File: config.mk
export PLATFORM = sky130hd
export DESIGN_NAME = tcc_core
export DESIGN_NICKNAME = d
export VERILOG_FILES = /design/src/common/tcc_pkg.sv /design/src/hdl/tcc_core.sv
export SDC_FILE = /design/constraint.sdc
export NUM_CORES = 1
export LEC_CHECK = 0
export BUFFER_PORTS_ARGS = -buffer_cell sky130_fd_sc_hd__buf_2
export CORE_MARGIN = 2
export CORE_UTILIZATION = 62
export DETAILED_ROUTE_END_ITERATION = 10
export PLACE_DENSITY_LB_ADDON = 0.25
export SYNTH_ARGS = -nofsm -noshare
export SYNTH_HDL_FRONTEND = slang
export SYNTH_SLANG_ARGS = --single-unit
File: constraint.sdc
create_clock -name pclk -period 4.4 [get_ports pclk]
set_clock_uncertainty 0.15 [all_clocks]
set_input_delay 0.66 -clock pclk [delete_from_list [all_inputs] [get_ports pclk]]
set_output_delay 0.66 -clock pclk [all_outputs]
set_load 0.01 [all_outputs]
File: src/common/tcc_pkg.sv
// Constants and types for the 8-bit timer/counter compare core.
// Assumes a 32-bit APB register bus and a single 125 MHz system clock.
package tcc_pkg;

   // Register byte offsets
   localparam logic [7:0] TCC_OFS_CTRL_A  = 8'h00;
   localparam logic [7:0] TCC_OFS_CTRL_B  = 8'h04;
   localparam logic [7:0] TCC_OFS_COUNT   = 8'h08;
   localparam logic [7:0] TCC_OFS_CMP_A   = 8'h0c;
   localparam logic [7:0] TCC_OFS_CMP_B   = 8'h10;
   localparam logic [7:0] TCC_OFS_MASK    = 8'h14;
   localparam logic [7:0] TCC_OFS_FLAG    = 8'h18;

   // timer_control_a fields
   localparam int TCC_COM_A_LSB  = 6;
   localparam int TCC_COM_B_LSB  = 4;
   localparam int TCC_WGM_LO_LSB = 0;
   // timer_control_b fields
   localparam int TCC_FOC_A_BIT  = 7;
   localparam int TCC_FOC_B_BIT  = 6;
   localparam int TCC_WGM2_BIT   = 3;
   localparam int TCC_CS_LSB     = 0;
   // flag and mask bit positions
   localparam int TCC_IRQ_OVF    = 0;
   localparam int TCC_IRQ_CMP_A  = 1;
   localparam int TCC_IRQ_CMP_B  = 2;

   // Counter landmarks
   localparam logic [7:0] TCC_BOTTOM = 8'h00;
   localparam logic [7:0] TCC_MAX    = 8'hff;
   localparam logic [7:0] TCC_ONE    = 8'h01;

   // Waveform modes
   localparam logic [2:0] TCC_WGM_NORMAL   = 3'h0;
   localparam logic [2:0] TCC_WGM_PC_MAX   = 3'h1;
   localparam logic [2:0] TCC_WGM_CTC      = 3'h2;
   localparam logic [2:0] TCC_WGM_FAST_MAX = 3'h3;
   localparam logic [2:0] TCC_WGM_PC_A     = 3'h5;
   localparam logic [2:0] TCC_WGM_FAST_A   = 3'h7;

   // Clock select codes
   localparam logic [2:0] TCC_CS_STOP  = 3'h0;
   localparam logic [2:0] TCC_CS_DIV1  = 3'h1;
   localparam logic [2:0] TCC_CS_DIV8  = 3'h2;
   localparam logic [2:0] TCC_CS_DIV64 = 3'h3;
   localparam logic [2:0] TCC_CS_DIV256  = 3'h4;
   localparam logic [2:0] TCC_CS_DIV1024 = 3'h5;
   localparam logic [2:0] TCC_CS_EXT_FALL = 3'h6;
   localparam logic [2:0] TCC_CS_EXT_RISE = 3'h7;

   // Prescaler tap masks (tick when all masked bits are ones)
   localparam logic [9:0] TCC_TAP_8    = 10'h007;
   localparam logic [9:0] TCC_TAP_64   = 10'h03f;
   localparam logic [9:0] TCC_TAP_256  = 10'h0ff;
   localparam logic [9:0] TCC_TAP_1024 = 10'h3ff;

   // Compare output actions
   localparam logic [1:0] TCC_COM_OFF    = 2'h0;
   localparam logic [1:0] TCC_COM_TOGGLE = 2'h1;
   localparam logic [1:0] TCC_COM_CLEAR  = 2'h2;
   localparam logic [1:0] TCC_COM_SET    = 2'h3;

   // APB request carrier
   typedef struct packed {
      logic        psel;
      logic        penable;
      logic        pwrite;
      logic [7:0]  paddr;
      logic [31:0] pwdata;
   } tcc_apb_req_t;

   // APB answer carrier
   typedef struct packed {
      logic [31:0] prdata;
      logic        pready;
      logic        pslverr;
   } tcc_apb_rsp_t;

   // Whole block state
   typedef struct packed {
      logic [7:0]  count;
      logic [7:0]  cmp_a;
      logic [7:0]  cmp_b;
      logic [7:0]  buf_a;
      logic [7:0]  buf_b;
      logic [1:0]  com_a;
      logic [1:0]  com_b;
      logic [2:0]  wgm;
      logic [2:0]  cs;
      logic [2:0]  mask;
      logic [2:0]  flag;
      logic        down;
      logic        block;
      logic        wave_a;
      logic        wave_b;
      logic [9:0]  presc;
      logic        ext_s1;
      logic        ext_s2;
      logic        ext_s3;
      logic [31:0] prdata;
      logic        slverr;
   } tcc_state_t;

   localparam tcc_state_t TCC_STATE_RESET = '0;

endpackage : tcc_pkg

File: src/hdl/tcc_core.sv
// 8-bit timer/counter with two compare units behind an APB slave.
// Assumes APB master per AMBA rules, external pin synchronous to pclk,
// and an interrupt controller that pulses irq_ack when it services a request.
//
// Local design decisions: the address map and the APB slave port.
`timescale 1ns/1ps
`default_nettype none

// Function
// - Counter and two compares, 8-bit read/write
// - Requests visible as flags, each masked
// - Tick from prescaler or chosen pin edge
// - Clock select zero stops the counter
// - Counter accessible; processor write wins
// - Each tick clears, increments or decrements
// - Three-bit mode split over two controls
// - Detect bottom, max and mode top
// - Overflow flag point depends on mode
// - Continuous compare; flag on next tick
// - Flags clear on service or one-write
// - Compares double buffered in PWM only
// - Buffer copied at top or bottom
// - Compare access hits buffer or register
// - Outputs from match, mode, action bits
// - Force strobe updates output only, non-PWM
// - Counter write blocks next tick's matches
// - Output state kept across mode change
// - Action bits take effect immediately
// - Select 1 direct, 6/7 pin edges
// - Selects 2-5 divide by 8..1024
// - Mode 0 wraps, overflow at zero
// - Mode 2 clears on compare A match
module tcc_core
   import tcc_pkg::*;
(
   // Clock and reset
   input  wire logic          pclk,
   input  wire logic          presetn,
   // APB slave
   input  wire tcc_pkg::tcc_apb_req_t apb_req,
   output var  tcc_pkg::tcc_apb_rsp_t apb_rsp,
   // External count pin
   input  wire logic          external_count_pin,
   // Waveform outputs
   output logic               wave_out_a,
   output logic               wave_out_b,
   // Interrupt requests and service acknowledges
   output logic [2:0]         irq_req,
   input  wire logic [2:0]    irq_ack
);
   import tcc_pkg::*;

   tcc_state_t st_r;
   tcc_state_t st_nxt;

   // PWM modes have bit 0 of the mode set
   function automatic logic is_pwm(input logic [2:0] wgm);
      is_pwm = wgm[0];
   endfunction : is_pwm

   function automatic logic is_fast(input logic [2:0] wgm);
      is_fast = (wgm == TCC_WGM_FAST_MAX) || (wgm == TCC_WGM_FAST_A);
   endfunction : is_fast

   // Next output state of one compare unit
   function automatic logic wave_next(
      input logic [2:0] wgm,
      input logic [1:0] com,
      input logic       cur,
      input logic       match,
      input logic       bottom_ev,
      input logic       down,
      input logic       toggle_ok
   );
      logic r;
      r = cur;
      if (!is_pwm(wgm)) begin
         if (match) begin
            unique case (com)
               TCC_COM_OFF:    r = cur;
               TCC_COM_TOGGLE: r = ~cur;
               TCC_COM_CLEAR:  r = 1'b0;
               TCC_COM_SET:    r = 1'b1;
            endcase
         end
      end else if (is_fast(wgm)) begin
         unique case (com)
            TCC_COM_OFF:    r = cur;
            TCC_COM_TOGGLE: r = (match && toggle_ok) ? ~cur : cur;
            TCC_COM_CLEAR:  r = match ? 1'b0 : (bottom_ev ? 1'b1 : cur);
            TCC_COM_SET:    r = match ? 1'b1 : (bottom_ev ? 1'b0 : cur);
         endcase
      end else begin
         unique case (com)
            TCC_COM_OFF:    r = cur;
            TCC_COM_TOGGLE: r = (match && toggle_ok) ? ~cur : cur;
            TCC_COM_CLEAR:  r = match ? down : cur;
            TCC_COM_SET:    r = match ? ~down : cur;
         endcase
      end
      wave_next = r;
   endfunction : wave_next

   // Read view of one register; unmapped offsets read zero
   function automatic logic [31:0] read_word(
      input tcc_state_t s,
      input logic [7:0] addr,
      input logic       buf_on
   );
      logic [31:0] w;
      w = '0;
      unique case (addr)
         TCC_OFS_CTRL_A: begin
            w[TCC_COM_A_LSB +: 2]  = s.com_a;
            w[TCC_COM_B_LSB +: 2]  = s.com_b;
            w[TCC_WGM_LO_LSB +: 2] = s.wgm[1:0];
         end
         TCC_OFS_CTRL_B: begin
            w[TCC_WGM2_BIT]    = s.wgm[2];
            w[TCC_CS_LSB +: 3] = s.cs;
         end
         TCC_OFS_COUNT:  w[7:0] = s.count;
         TCC_OFS_CMP_A:  w[7:0] = buf_on ? s.buf_a : s.cmp_a;
         TCC_OFS_CMP_B:  w[7:0] = buf_on ? s.buf_b : s.cmp_b;
         TCC_OFS_MASK:   w[2:0] = s.mask;
         TCC_OFS_FLAG:   w[2:0] = s.flag;
         default:        w      = '0;
      endcase
      read_word = w;
   endfunction : read_word

   // Offsets that hold a register; reads and writes both refuse the rest
   function automatic logic reg_known(input logic [7:0] addr);
      reg_known = addr inside {TCC_OFS_CTRL_A, TCC_OFS_CTRL_B, TCC_OFS_COUNT, TCC_OFS_CMP_A,
                               TCC_OFS_CMP_B, TCC_OFS_MASK, TCC_OFS_FLAG};
   endfunction : reg_known

   // Set wins over clear so a coincident event is never lost
   function automatic logic [2:0] flag_next(
      input logic [2:0] cur,
      input logic [2:0] ev_set,
      input logic [2:0] ev_clr
   );
      flag_next = (cur & ~ev_clr) | ev_set;
   endfunction : flag_next

   logic       tick;
   logic [7:0] top;
   logic       at_top;
   logic       match_a;
   logic       match_b;
   logic       wr;
   logic       rd_setup;
   logic       ovf_ev;
   logic       load_ev;
   logic       bottom_ev;
   logic [2:0] set_ev;
   logic [2:0] clr_ev;
   logic       force_a;
   logic       force_b;
   logic       buffered;
   logic       at_bottom;
   logic       at_max;
   logic [1:0] cmp_eq;
   logic [7:0] cmp_val [2];

   assign cmp_val[0] = st_r.cmp_a;
   assign cmp_val[1] = st_r.cmp_b;

   // one comparator per unit, always running
   for (genvar u = 0; u < 2; u++) begin : g_cmp
      assign cmp_eq[u] = (st_r.count == cmp_val[u]);
   end

   always_comb begin
      st_nxt    = st_r;
      tick      = 1'b0;
      ovf_ev    = 1'b0;
      load_ev   = 1'b0;
      bottom_ev = 1'b0;
      set_ev    = '0;
      clr_ev    = '0;
      force_a   = 1'b0;
      force_b   = 1'b0;
      wr        = apb_req.psel && apb_req.penable && apb_req.pwrite;
      rd_setup  = apb_req.psel && !apb_req.penable;
      buffered  = is_pwm(st_r.wgm);

      // Free-running prescaler; first sync flop feeds only the second
      st_nxt.presc  = st_r.presc + 10'h001;
      st_nxt.ext_s1 = external_count_pin;
      st_nxt.ext_s2 = st_r.ext_s1;
      st_nxt.ext_s3 = st_r.ext_s2;

      unique case (st_r.cs)
         TCC_CS_STOP:     tick = 1'b0;
         TCC_CS_DIV1:     tick = 1'b1;
         TCC_CS_DIV8:     tick = &(st_r.presc | ~TCC_TAP_8);
         TCC_CS_DIV64:    tick = &(st_r.presc | ~TCC_TAP_64);
         TCC_CS_DIV256:   tick = &(st_r.presc | ~TCC_TAP_256);
         TCC_CS_DIV1024:  tick = &(st_r.presc | ~TCC_TAP_1024);
         TCC_CS_EXT_FALL: tick = st_r.ext_s3 && !st_r.ext_s2;
         TCC_CS_EXT_RISE: tick = !st_r.ext_s3 && st_r.ext_s2;
      endcase

      top = TCC_MAX;
      if ((st_r.wgm == TCC_WGM_PC_A) || (st_r.wgm == TCC_WGM_FAST_A)) begin
         top = st_r.cmp_a;
      end
      at_top    = (st_r.count == top);
      at_bottom = (st_r.count == TCC_BOTTOM);
      at_max    = (st_r.count == TCC_MAX);

      match_a = tick && !st_r.block && cmp_eq[0];
      match_b = tick && !st_r.block && cmp_eq[1];

      if (tick) begin
         st_nxt.block = 1'b0;
         if (st_r.wgm == TCC_WGM_CTC) begin
            if (cmp_eq[0]) begin
               st_nxt.count = TCC_BOTTOM;
            end else begin
               st_nxt.count = st_r.count + TCC_ONE;
            end
            ovf_ev = at_max;
         end else if (is_fast(st_r.wgm)) begin
            if (at_top) begin
               st_nxt.count = TCC_BOTTOM;
               ovf_ev       = 1'b1;
               load_ev      = 1'b1;
               bottom_ev    = 1'b1;
            end else begin
               st_nxt.count = st_r.count + TCC_ONE;
            end
         end else if (is_pwm(st_r.wgm)) begin
            if (st_r.down) begin
               if (at_bottom) begin
                  st_nxt.down  = 1'b0;
                  st_nxt.count = st_r.count + TCC_ONE;
               end else begin
                  st_nxt.count = st_r.count - TCC_ONE;
               end
               ovf_ev = (st_r.count == TCC_ONE);
            end else begin
               if (at_top) begin
                  st_nxt.down  = 1'b1;
                  st_nxt.count = st_r.count - TCC_ONE;
                  load_ev      = 1'b1;
               end else begin
                  st_nxt.count = st_r.count + TCC_ONE;
               end
            end
         end else begin
            st_nxt.count = st_r.count + TCC_ONE;
            ovf_ev       = at_max;
         end
      end

      // buffer load at top or bottom
      if (buffered && load_ev) begin
         st_nxt.cmp_a = st_r.buf_a;
         st_nxt.cmp_b = st_r.buf_b;
      end

      st_nxt.wave_a = wave_next(st_r.wgm, st_r.com_a, st_r.wave_a, match_a,
                                bottom_ev, st_r.down, st_r.wgm[2]);
      st_nxt.wave_b = wave_next(st_r.wgm, st_r.com_b, st_r.wave_b, match_b,
                                bottom_ev, st_r.down, 1'b0);

      set_ev[TCC_IRQ_OVF]   = ovf_ev;
      set_ev[TCC_IRQ_CMP_A] = match_a;
      set_ev[TCC_IRQ_CMP_B] = match_b;
      clr_ev = irq_ack & st_r.flag & st_r.mask;

      // APB read data latched in setup so access needs no wait
      if (rd_setup) begin
         st_nxt.prdata = read_word(st_r, apb_req.paddr, buffered);
         st_nxt.slverr = !reg_known(apb_req.paddr);
      end

      if (wr && reg_known(apb_req.paddr)) begin
         unique case (apb_req.paddr)
            TCC_OFS_CTRL_A: begin
               st_nxt.com_a      = apb_req.pwdata[TCC_COM_A_LSB +: 2];
               st_nxt.com_b      = apb_req.pwdata[TCC_COM_B_LSB +: 2];
               st_nxt.wgm[1:0]   = apb_req.pwdata[TCC_WGM_LO_LSB +: 2];
            end
            TCC_OFS_CTRL_B: begin
               st_nxt.wgm[2] = apb_req.pwdata[TCC_WGM2_BIT];
               st_nxt.cs     = apb_req.pwdata[TCC_CS_LSB +: 3];
               force_a       = apb_req.pwdata[TCC_FOC_A_BIT] && !is_pwm(st_r.wgm);
               force_b       = apb_req.pwdata[TCC_FOC_B_BIT] && !is_pwm(st_r.wgm);
            end
            TCC_OFS_COUNT: begin
               st_nxt.count = apb_req.pwdata[7:0];
               st_nxt.block = 1'b1;
            end
            TCC_OFS_CMP_A: begin
               st_nxt.buf_a = apb_req.pwdata[7:0];
               if (!buffered) begin
                  st_nxt.cmp_a = apb_req.pwdata[7:0];
               end
            end
            TCC_OFS_CMP_B: begin
               st_nxt.buf_b = apb_req.pwdata[7:0];
               if (!buffered) begin
                  st_nxt.cmp_b = apb_req.pwdata[7:0];
               end
            end
            TCC_OFS_MASK: st_nxt.mask = apb_req.pwdata[2:0];
            TCC_OFS_FLAG: clr_ev = clr_ev | apb_req.pwdata[2:0];
            default: ;
         endcase
      end

      // force updates output only, no flag or counter effect
      if (force_a) begin
         st_nxt.wave_a = wave_next(st_r.wgm, st_r.com_a, st_r.wave_a, 1'b1,
                                   1'b0, st_r.down, 1'b0);
      end
      if (force_b) begin
         st_nxt.wave_b = wave_next(st_r.wgm, st_r.com_b, st_r.wave_b, 1'b1,
                                   1'b0, st_r.down, 1'b0);
      end

      st_nxt.flag = flag_next(st_r.flag, set_ev, clr_ev);
   end

   always_ff @(posedge pclk or negedge presetn) begin
      if (!presetn) begin
         st_r <= TCC_STATE_RESET;
      end else begin
         st_r <= st_nxt;
      end
   end

   assign irq_req        = st_r.flag & st_r.mask;
   assign wave_out_a     = st_r.wave_a;
   assign wave_out_b     = st_r.wave_b;
   assign apb_rsp.prdata  = st_r.prdata;
   assign apb_rsp.pready  = 1'b1;
   assign apb_rsp.pslverr = st_r.slverr;

endmodule : tcc_core

`default_nettype wire

==> Word level (Yosys, flattened, before mapping) <==
Cells that the tools add are included.
{ "totals": {"reg_bits": 82, "latchBits": 0, "ramBits": 0, "rom_bits": 0, "out_inout_bits": 39, "wordCells": 208, "mem_count": 0} }
{ "classes": {"addsub": 3, "multipliers": 0, "div_mod_pow": 0, "n_lt_le_gt_ge": 0, "eq_ne": 39, "shift": 0, "muxes": 89, "n_bitwise": 12, "n_reduce_logical": 43} }
{ "ops": {"columns": ["op", "count"], "rows": [
  ["8-bit two-way mux", 19],
  ["53-bit two-way mux", 1],
  ["1-bit two-way mux", 47],
  ["4-bit != test, second input constant", 8],
  ["8-bit by 5-bit == test with 1-bit output, second input constant", 3],
  ["8-bit == test", 3],
  ["3-bit == test, second input constant", 6],
  ["8-bit by 4-bit == test with 1-bit output, second input constant", 2],
  ["8-bit logical NOT", 2],
  ["16-bit two-way mux", 1],
  ["4-bit one-hot mux with 4 select lines", 1],
  ["2-bit one-hot mux with 7 select lines", 1],
  ["1-bit logical AND", 13],
  ["3-bit bitwise AND", 4],
  ["3-bit by 2-bit == test with 1-bit output, second input constant", 4],
  ["3-bit two-way mux", 4],
  ["1-bit one-hot mux with 2 select lines", 6],
  ["1-bit one-hot mux with 4 select lines", 3],
  ["6-bit AND reduction", 2],
  ["10-bit by 1-bit adder with 10-bit output, second input constant", 1],
  ["10-bit AND reduction", 1],
  ["2-bit AND reduction", 5],
  ["8-bit by 1-bit adder with 8-bit output, second input constant", 1],
  ["2-bit == test, second input constant", 4],
  ["other kinds (27)", 44]
]} }

==> Depth between registers and ports, before layout <==
Gate-level depths: netlist (run 1).
{ "logic_depth": {"ltp_word": 15, "ltp_mapped": 11, "mapped_depth_nobuf": 9} }

==> Worst setup path after synthesis (run 1) <==
Ideal clock, no wire load.
{ "synth_path": {"kind": "in2reg", "start": "input port apb_req[38] (netlist bit)", "end": "register st_r[101] (netlist bit)", "setup_time_ps": 136, "arrival_time_ps": 2545, "t_required_ps": 4114, "slack_ps": 1570, "cell_stages": 7, "n_path_buf": 2, "path_cell_list": "nor4_1 -> or4bb_1 -> or3_1 -> clkbuf_1 -> clkbuf_1 -> o22ai_1 -> o211ai_1"} }
{ "synth_rtl": {"columns": ["item", "line_no", "text"], "rows": [
  ["from (decl)", "tcc_core.sv:40", "input wire tcc_pkg::tcc_apb_req_t apb_req,"],
  ["to (signal assigned)", "tcc_core.sv:333", "st_r <= st_nxt;"],
  ["to (decl)", "tcc_core.sv:53", "tcc_state_t st_r;"]
]} }

==> Worst setup path in the final report (run 1) <==
{ "layout_path": {"start": "register st_r[100] (netlist bit)", "end": "register st_r (netlist bit wave_out_a)"} }
{ "layout_between": {"elab_chain_len": 8} }
{ "layout_rtl": {"columns": ["item"], "rows": [
  ["branches (longest 8 deep; another with 8-bit == test)"]
]} }
Parallel ways; which one is timed is not known.
A chain may end at the register's enable or synchronous reset.

==> run_results.csv, run 1 <==
group,metric,value,unit
run_status,status,"finished, final reports clean",
worst_setup_path,worstPathMaxFanout,16,
worst_setup_path,reg2reg_from,"st_r[100]",
sta,fmax,320.7,MHz
worst_setup_path,worstPathArrival,3.25,ns
yosys,synth.distinct_cells,68,
global_routing,grt_usage,29.45,%
yosys,ys_warn_count,0,
power_and_ir_drop,p_leak,2.509,nW
clocking,postCtsHoldBufs,0,
worst_setup_path,worstReg2RegEnd,"wave_out_a",
clocking,clkLatencyLatePin,0.35,ns
clocking,clock-sinks,82,
floorplanning,die_x,96.81,microns
clocking,tritoncts,"yes",
yosys,synthCells,578,
yosys,syn-cell-area,5340,sq um
cells_and_area,num_antenna_cells,0,
clocking,cts_setup_buffers,0,
yosys,avgSynthCellArea,9.239,sq um
clocking,clockBufferDepth,2,
sta,finalSetupTns,0,ns
flow_run,cap_violations,0,
sta,hold_viol,0,
place,io_buffers,38,
route,drt_iter0_drc,542,
floorplanning,io_pins,88,
floorplanning,dieArea,9371,sq um
route,viasPerCell,6.447,
sta,slew_violations,0,
cells_and_area,area_growth,3.725,%
sta,layout_min_cycle_time,3.118,ns
floorplanning,num_rows,33,
worst_setup_path,endpoint_kind,"flop",
worst_setup_path,crit_top_cell,"or4_1",
sta,setup_viol,0,
floorplanning,die_h,96.81,microns
place,pre_cts_ws,1.111,ns
global_routing,first_global_vias,4252,
sta,rsz0062_at_grt,"no",
worst_setup_path,crit_path_max_incr_delay,0.72,ns
worst_setup_path,cp_cell_sequence,"nor2b_1 > or4_1 > or4_1 > a2111oi_4 > o21ai_1 > a41o_1 > a2bb2oi_2",
power_and_ir_drop,irDropWorstVdd,0.1474,mV
yosys,synth_top_area_cell,"dfrtp_1",
yosys,synth_top_area_share,38.43,%
clocking,clkTransAtPathRegs,0.08,ns
global_routing,grt_overflow_total,0,
worst_setup_path,worstPathRequired,4.54,ns
yosys,synthTopCellsByCount,"82 x dfrtp_1, 52 x nor2_1, 48 x nand2_1, 35 x a21oi_1, 35 x buf_4",
route,route.vias.total,4487,
worst_setup_path,slowest_stage,"dfrtp_1",
sta,hold_ws,0.2073,ns
yosys,synth-edff-count,0,
power_and_ir_drop,power_density,253.7,nW/um^2
hold_path,hold_path_class,"reg2reg",
yosys,synth.yosys.seq_area_share,38.43,%
hold_path,holdPathEnd,"st_nxt[33]",
worst_setup_path,ff2ff_path_depth,7,
yosys,ys_async_sr_fraction,100.0,%
worst_setup_path,start_kind,"flop",
route,ant_nets,0,
yosys,synth-seq-cells,82,
sta,period_share,70.87,%
route,wl_per_cell,19.52,microns
clocking,cts_buffers,9,
sta,slew_headroom,31.43,%
route,totalWireLength,13.58,mm
route,drc,0,
floorplanning,initial_utilization,64.34,%
clocking,ctsHtreeMaxLevel,3,
place,dp_hpwl,9.588,mm
cells_and_area,finalInstanceArea,5539,sq um
place,place_area,5346,sq um
worst_setup_path,critical_path_class,"reg2reg",
route,drtPass1Iterations,6,
clocking,clockRootBuffer,"clkbuf_8",
global_routing,grt_max_degree,83,
yosys,synth.most_common_cell,"dfrtp_1",
floorplanning,coreArea,8299,sq um
hold_path,min_from,"st_nxt[34]",
cells_and_area,drive_above_1_share,17.26,%
sta,setup_ws,1.282,ns
global_routing,antenna_found_initial,0,
yosys,synth.area.top_cells,"dfrtp_1 38%, mux2_2 7.0%, mux2i_1 5.6%",
global_routing,grt_pass1_wl,22.16,mm
yosys,synth_ff_type,"dfrtp_1",
place,place.gp.congestion,0.9090,
hold_path,hold_depth,0,
clocking,ctsResizeCount,0,
sta,worst_pin_slew,1.029,ns
worst_setup_path,rrSetupSlack,1.28,ns
cells_and_area,layout.nets,642,
power_and_ir_drop,power.total,0.001405,W
## worst max-delay path by stage
stage	slack (ns)	cells after the start	start	to
after detailed placement	1.11	8	apb_req[38]	st_r[101]
after global routing	1.11	7	st_r[100]	wave_out_a
after CTS	1.29	7	st_r[100]	wave_out_a
after floorplan	1.57	7	apb_req[38]	st_r[101]
after global placement	1.20	8	apb_req[38]	st_r[101]
final	1.28	7	st_r[100]	wave_out_a
## power by group
| group | switching [W] | internal [W] | leakage, nW | total [W] |
|---|---|---|---|---|
| Combinational | 0.0000622 | 0.0000233 | 1.44 | 0.0000855 |
| Clock | 0.000277 | 0.000276 | 0.0958 | 0.000554 |
| Sequential | 0.00000919 | 0.000757 | 0.968 | 0.000766 |
| Total | 0.000349 | 0.00106 | 2.51 | 0.00141 |
## cell type report
class	count	area, sq um
multi-input combinational	440	2895
inverter	12	45.04
sequential	82	2052
clock inverter	4	51.30
clock buffer	11	141.4
timing repair buffer	42	222.7
fill	693	2760
tap	105	131.4
## registers in the layout, summed over array words and instances (netlist names)
| signal | cells |
|---|---|
| st_r | 52 |
| cmp_val | 16 |
| apb_rsp | 9 |
| st_nxt | 2 |
| buffered | 1 |
| wave_out_a | 1 |
| wave_out_b | 1 |
## placed cells by master (no fill, tap or decap), types with 6 or more instances in the layout
| cell type | n |
|---|---|
| a31oi_1 | 10 |
| a21oi_1 | 35 |
| dfrtp_1 | 82 |
| xnor2_1 | 13 |
| and2_1 | 6 |
| mux2_2 | 33 |
| nand3_1 | 21 |
| nor2_1 | 52 |
| clkbuf_8 | 10 |
| o211ai_1 | 11 |
| buf_2 | 37 |
| mux2i_1 | 30 |
| ha_1 | 6 |
| and3_1 | 9 |
| or3_1 | 6 |
| inv_1 | 12 |
| nand2_1 | 48 |
| o22ai_1 | 7 |
| nor3_1 | 14 |
| nor2b_1 | 6 |
| conb_1 | 25 |
| nand2b_1 | 6 |
| o21ai_0 | 24 |
## layer usage
metal / track usage (%) / vias to the layer above / share of wire [%]
met2: 45.62 / 208 / 47
met4: 12.57 / 0 / 2.9
met5: 0 / - / 0
met1: 39.96 / 2185 / 43
li1: - / 2058 / -
met3: 6.575 / 36 / 7.9
## worst max-delay path: cells and delay by family, from the launching register on
kind,cells,cell delay [ns]
AO/OA/AOI/OAI,4,0.89
flip-flops,1,0.72
AND/OR/NAND/NOR,3,1.27
## logic make-up after synthesis
logic type | after synthesis | synth area share (%)
compound gates | 127 | 16.40
buf+inv | 79 | 8.974
simple gates | 201 | 19.12
xor+xnor | 18 | 2.952
mux | 63 | 12.58
fa+ha+maj | 6 | 1.406
other cells | 2 | 0.1406
flops | 82 | 38.43
## stage by stage
stage | util [%] | instances
after global routing | 66.74 | 696
after detailed placement | 64.42 | 681
after global placement | 64.42 | 681
after CTS | 66.74 | 696
after floorplan | - | 601
final | 66.74 | 696
No activity file was read; power rests on OpenSTA's default activity.
==> inputs of run 2 (changes only) <==
Settings changed: CORE_UTILIZATION 62 to 52.
Clock period 4.4 ns to 2.57 ns, I/O delays scaled along.
==> run_results.csv, run 2 (synthesis gave the netlist of run 1 again) <==
group,metric,value,unit
cells_and_area,regMostFlops,"st_r",
sta,setup_ws,0.01000,ns
sta,hold_viol,0,
place,place.gp.congestion,0.9002,
route,viasPerCell,6.037,
sta,worst_pin_slew,0.6437,ns
sta,hold_ws,0.1870,ns
run_status,status,"finished, final reports clean",
route,ant_nets,0,
global_routing,grt_overflow_total,0,
hold_path,holdPathEnd,"st_r[102]",
route,wl_per_cell,18.36,microns
route,drc,0,
worst_setup_path,worstPathMaxFanout,3,
clocking,clkTransAtPathRegs,0.09,ns
power_and_ir_drop,p_leak,2.812,nW
sta,period_share,99.61,%
cells_and_area,final_common_cell,"dfrtp_1",
global_routing,grt_usage,26.43,%
clocking,clockBufferDepth,2,
worst_setup_path,critical_path_class,"reg2reg",
clocking,clkLatencyLatePin,0.36,ns
floorplanning,coreArea,9864,sq um
worst_setup_path,ff2ff_path_depth,8,
floorplanning,initial_utilization,54.13,%
global_routing,first_global_vias,4457,
power_and_ir_drop,power_density,404.3,nW/um^2
cells_and_area,utilization,62.29,%
cells_and_area,finalInstanceArea,6145,sq um
sta,setup_viol,0,
worst_setup_path,reg2reg_from,"cmp_val[15]",
route,route.vias.total,4709,
clocking,tritoncts,"yes",
floorplanning,io_pins,88,
clocking,ctsHtreeMaxLevel,3,
worst_setup_path,cp_cell_sequence,"buf_4 > or2b_2 > o2111a_1 > o211ai_1 > or4_1 > o311a_1 > a21o_1 > o311ai_1",
worst_setup_path,crit_path_max_incr_delay,0.53,ns
sta,slew_violations,0,
floorplanning,dieArea,11100,sq um
clocking,clock-sinks,82,
place,place_area,5787,sq um
worst_setup_path,start_kind,"flop",
worst_setup_path,worstPathArrival,2.66,ns
route,drt_iter0_drc,432,
place,pre_cts_ws,-0.03960,ns
hold_path,hold_path_class,"in2reg",
worst_setup_path,slowest_stage,"or4_1",
global_routing,antenna_found_initial,0,
worst_setup_path,endpoint_kind,"flop",
hold_path,min_from,"apb_req[4]",
cells_and_area,layout.nets,697,
power_and_ir_drop,irDropWorstVdd,0.3217,mV
clocking,cts_buffers,9,
place,io_buffers,38,
floorplanning,die_h,105.3,microns
cells_and_area,largest_reg_flops,52,
cells_and_area,drive_above_1_share,27.20,%
worst_setup_path,rrSetupSlack,0.01,ns
worst_setup_path,worstPathRequired,2.67,ns
sta,fmax,390.6,MHz
clocking,clockRootBuffer,"clkbuf_8",
sta,layout_min_cycle_time,2.560,ns
sta,rsz0062_at_grt,"yes",
global_routing,grt_pass1_wl,22.98,mm
cells_and_area,mostFrequentLayoutCells,"81 x dfrtp_1, 51 x buf_4, 48 x nor2_1",
hold_path,hold_depth,3,
worst_setup_path,worstReg2RegEnd,"wave_out_b",
floorplanning,die_x,105.3,microns
floorplanning,num_rows,36,
route,drtPass1Iterations,5,
sta,slew_headroom,56.90,%
cells_and_area,area_growth,15.07,%
route,totalWireLength,14.32,mm
global_routing,grt_max_degree,44,
cells_and_area,num_antenna_cells,0,
place,dp_hpwl,10.38,mm
flow_run,cap_violations,0,
==> run 2: repair_timing <==
action                                  CTS  global route
gates resized for setup                   4            22
endpoints found under the hold margin    40             0
buffers inserted                          0             2
pin swaps                                 2             6
endpoints found under the setup margin    7            27
hold buffers                              2             0
gates cloned                              1             0
==> run 2: metrics by stage <==
stage               TNS [ns]  std cells  power, W
CTS                        0        778  0.002487
detailed placement   -0.1097        759  0.001496
finish                     0        780  0.002485
global placement    -0.07006        759  0.001492
global route        -0.07663        780  0.002567
floorplan                  0        601  0.001438
==> run 2: routing by layer <==
layer / vias to the layer above / GRT usage (%) / part of all wire (%)
met5: - / 0 / 0
met4: 0 / 7.048 / 1.5
met3: 26 / 4.453 / 8.2
met2: 212 / 43.23 / 47
met1: 2303 / 36.39 / 43
li1: 2168 / - / -
==> run 2: area by class of cell <==
class	instances	area (sq um)
Clock inverter	5	60.06
Timing Repair Buffer	97	678.2
Multi-Input combinational cell	440	2990
Fill cell	844	3720
Inverter	12	45.04
Sequential cell	82	2053
Clock buffer	11	151.4
Tap cell	133	166.4
==> run 2: how the worst max path moves through the flow <==
stage / startpoint / to / slack, ns / cells past startpoint
6_report: cmp_val[15] / wave_out_b / 0.01 / 8
5_1_grt: cmp_val[15] / wave_out_b / -0.03 / 8
4_1_cts: cmp_val[15] / cmp_val[1] / 0.009 / 9
3_5_place_dp: cmp_val[12] / st_r[99] / -0.04 / 8
3_3_place_gp: cmp_val[12] / st_r[99] / -0.03 / 8
2_1_floorplan: st_r[105] / wave_out_a / 0.008 / 9
==> run 2: critical path: cells and delay by family, from the launching register on <==
| family | cells | cell delay (ns) |
|---|---|---|
| flops | 1 | 0.42 |
| compound gates | 5 | 1.01 |
| simple gates | 2 | 0.71 |
| buf+inv | 1 | 0.15 |
==> run 2: power breakdown <==
group | switching (W) | internal, W | total (W)
combinational | 0.000120 | 0.0000541 | 0.000175
clock | 0.000498 | 0.000508 | 0.00101
sequential | 0.00000840 | 0.00130 | 0.00130
total | 0.000627 | 0.00186 | 0.00248
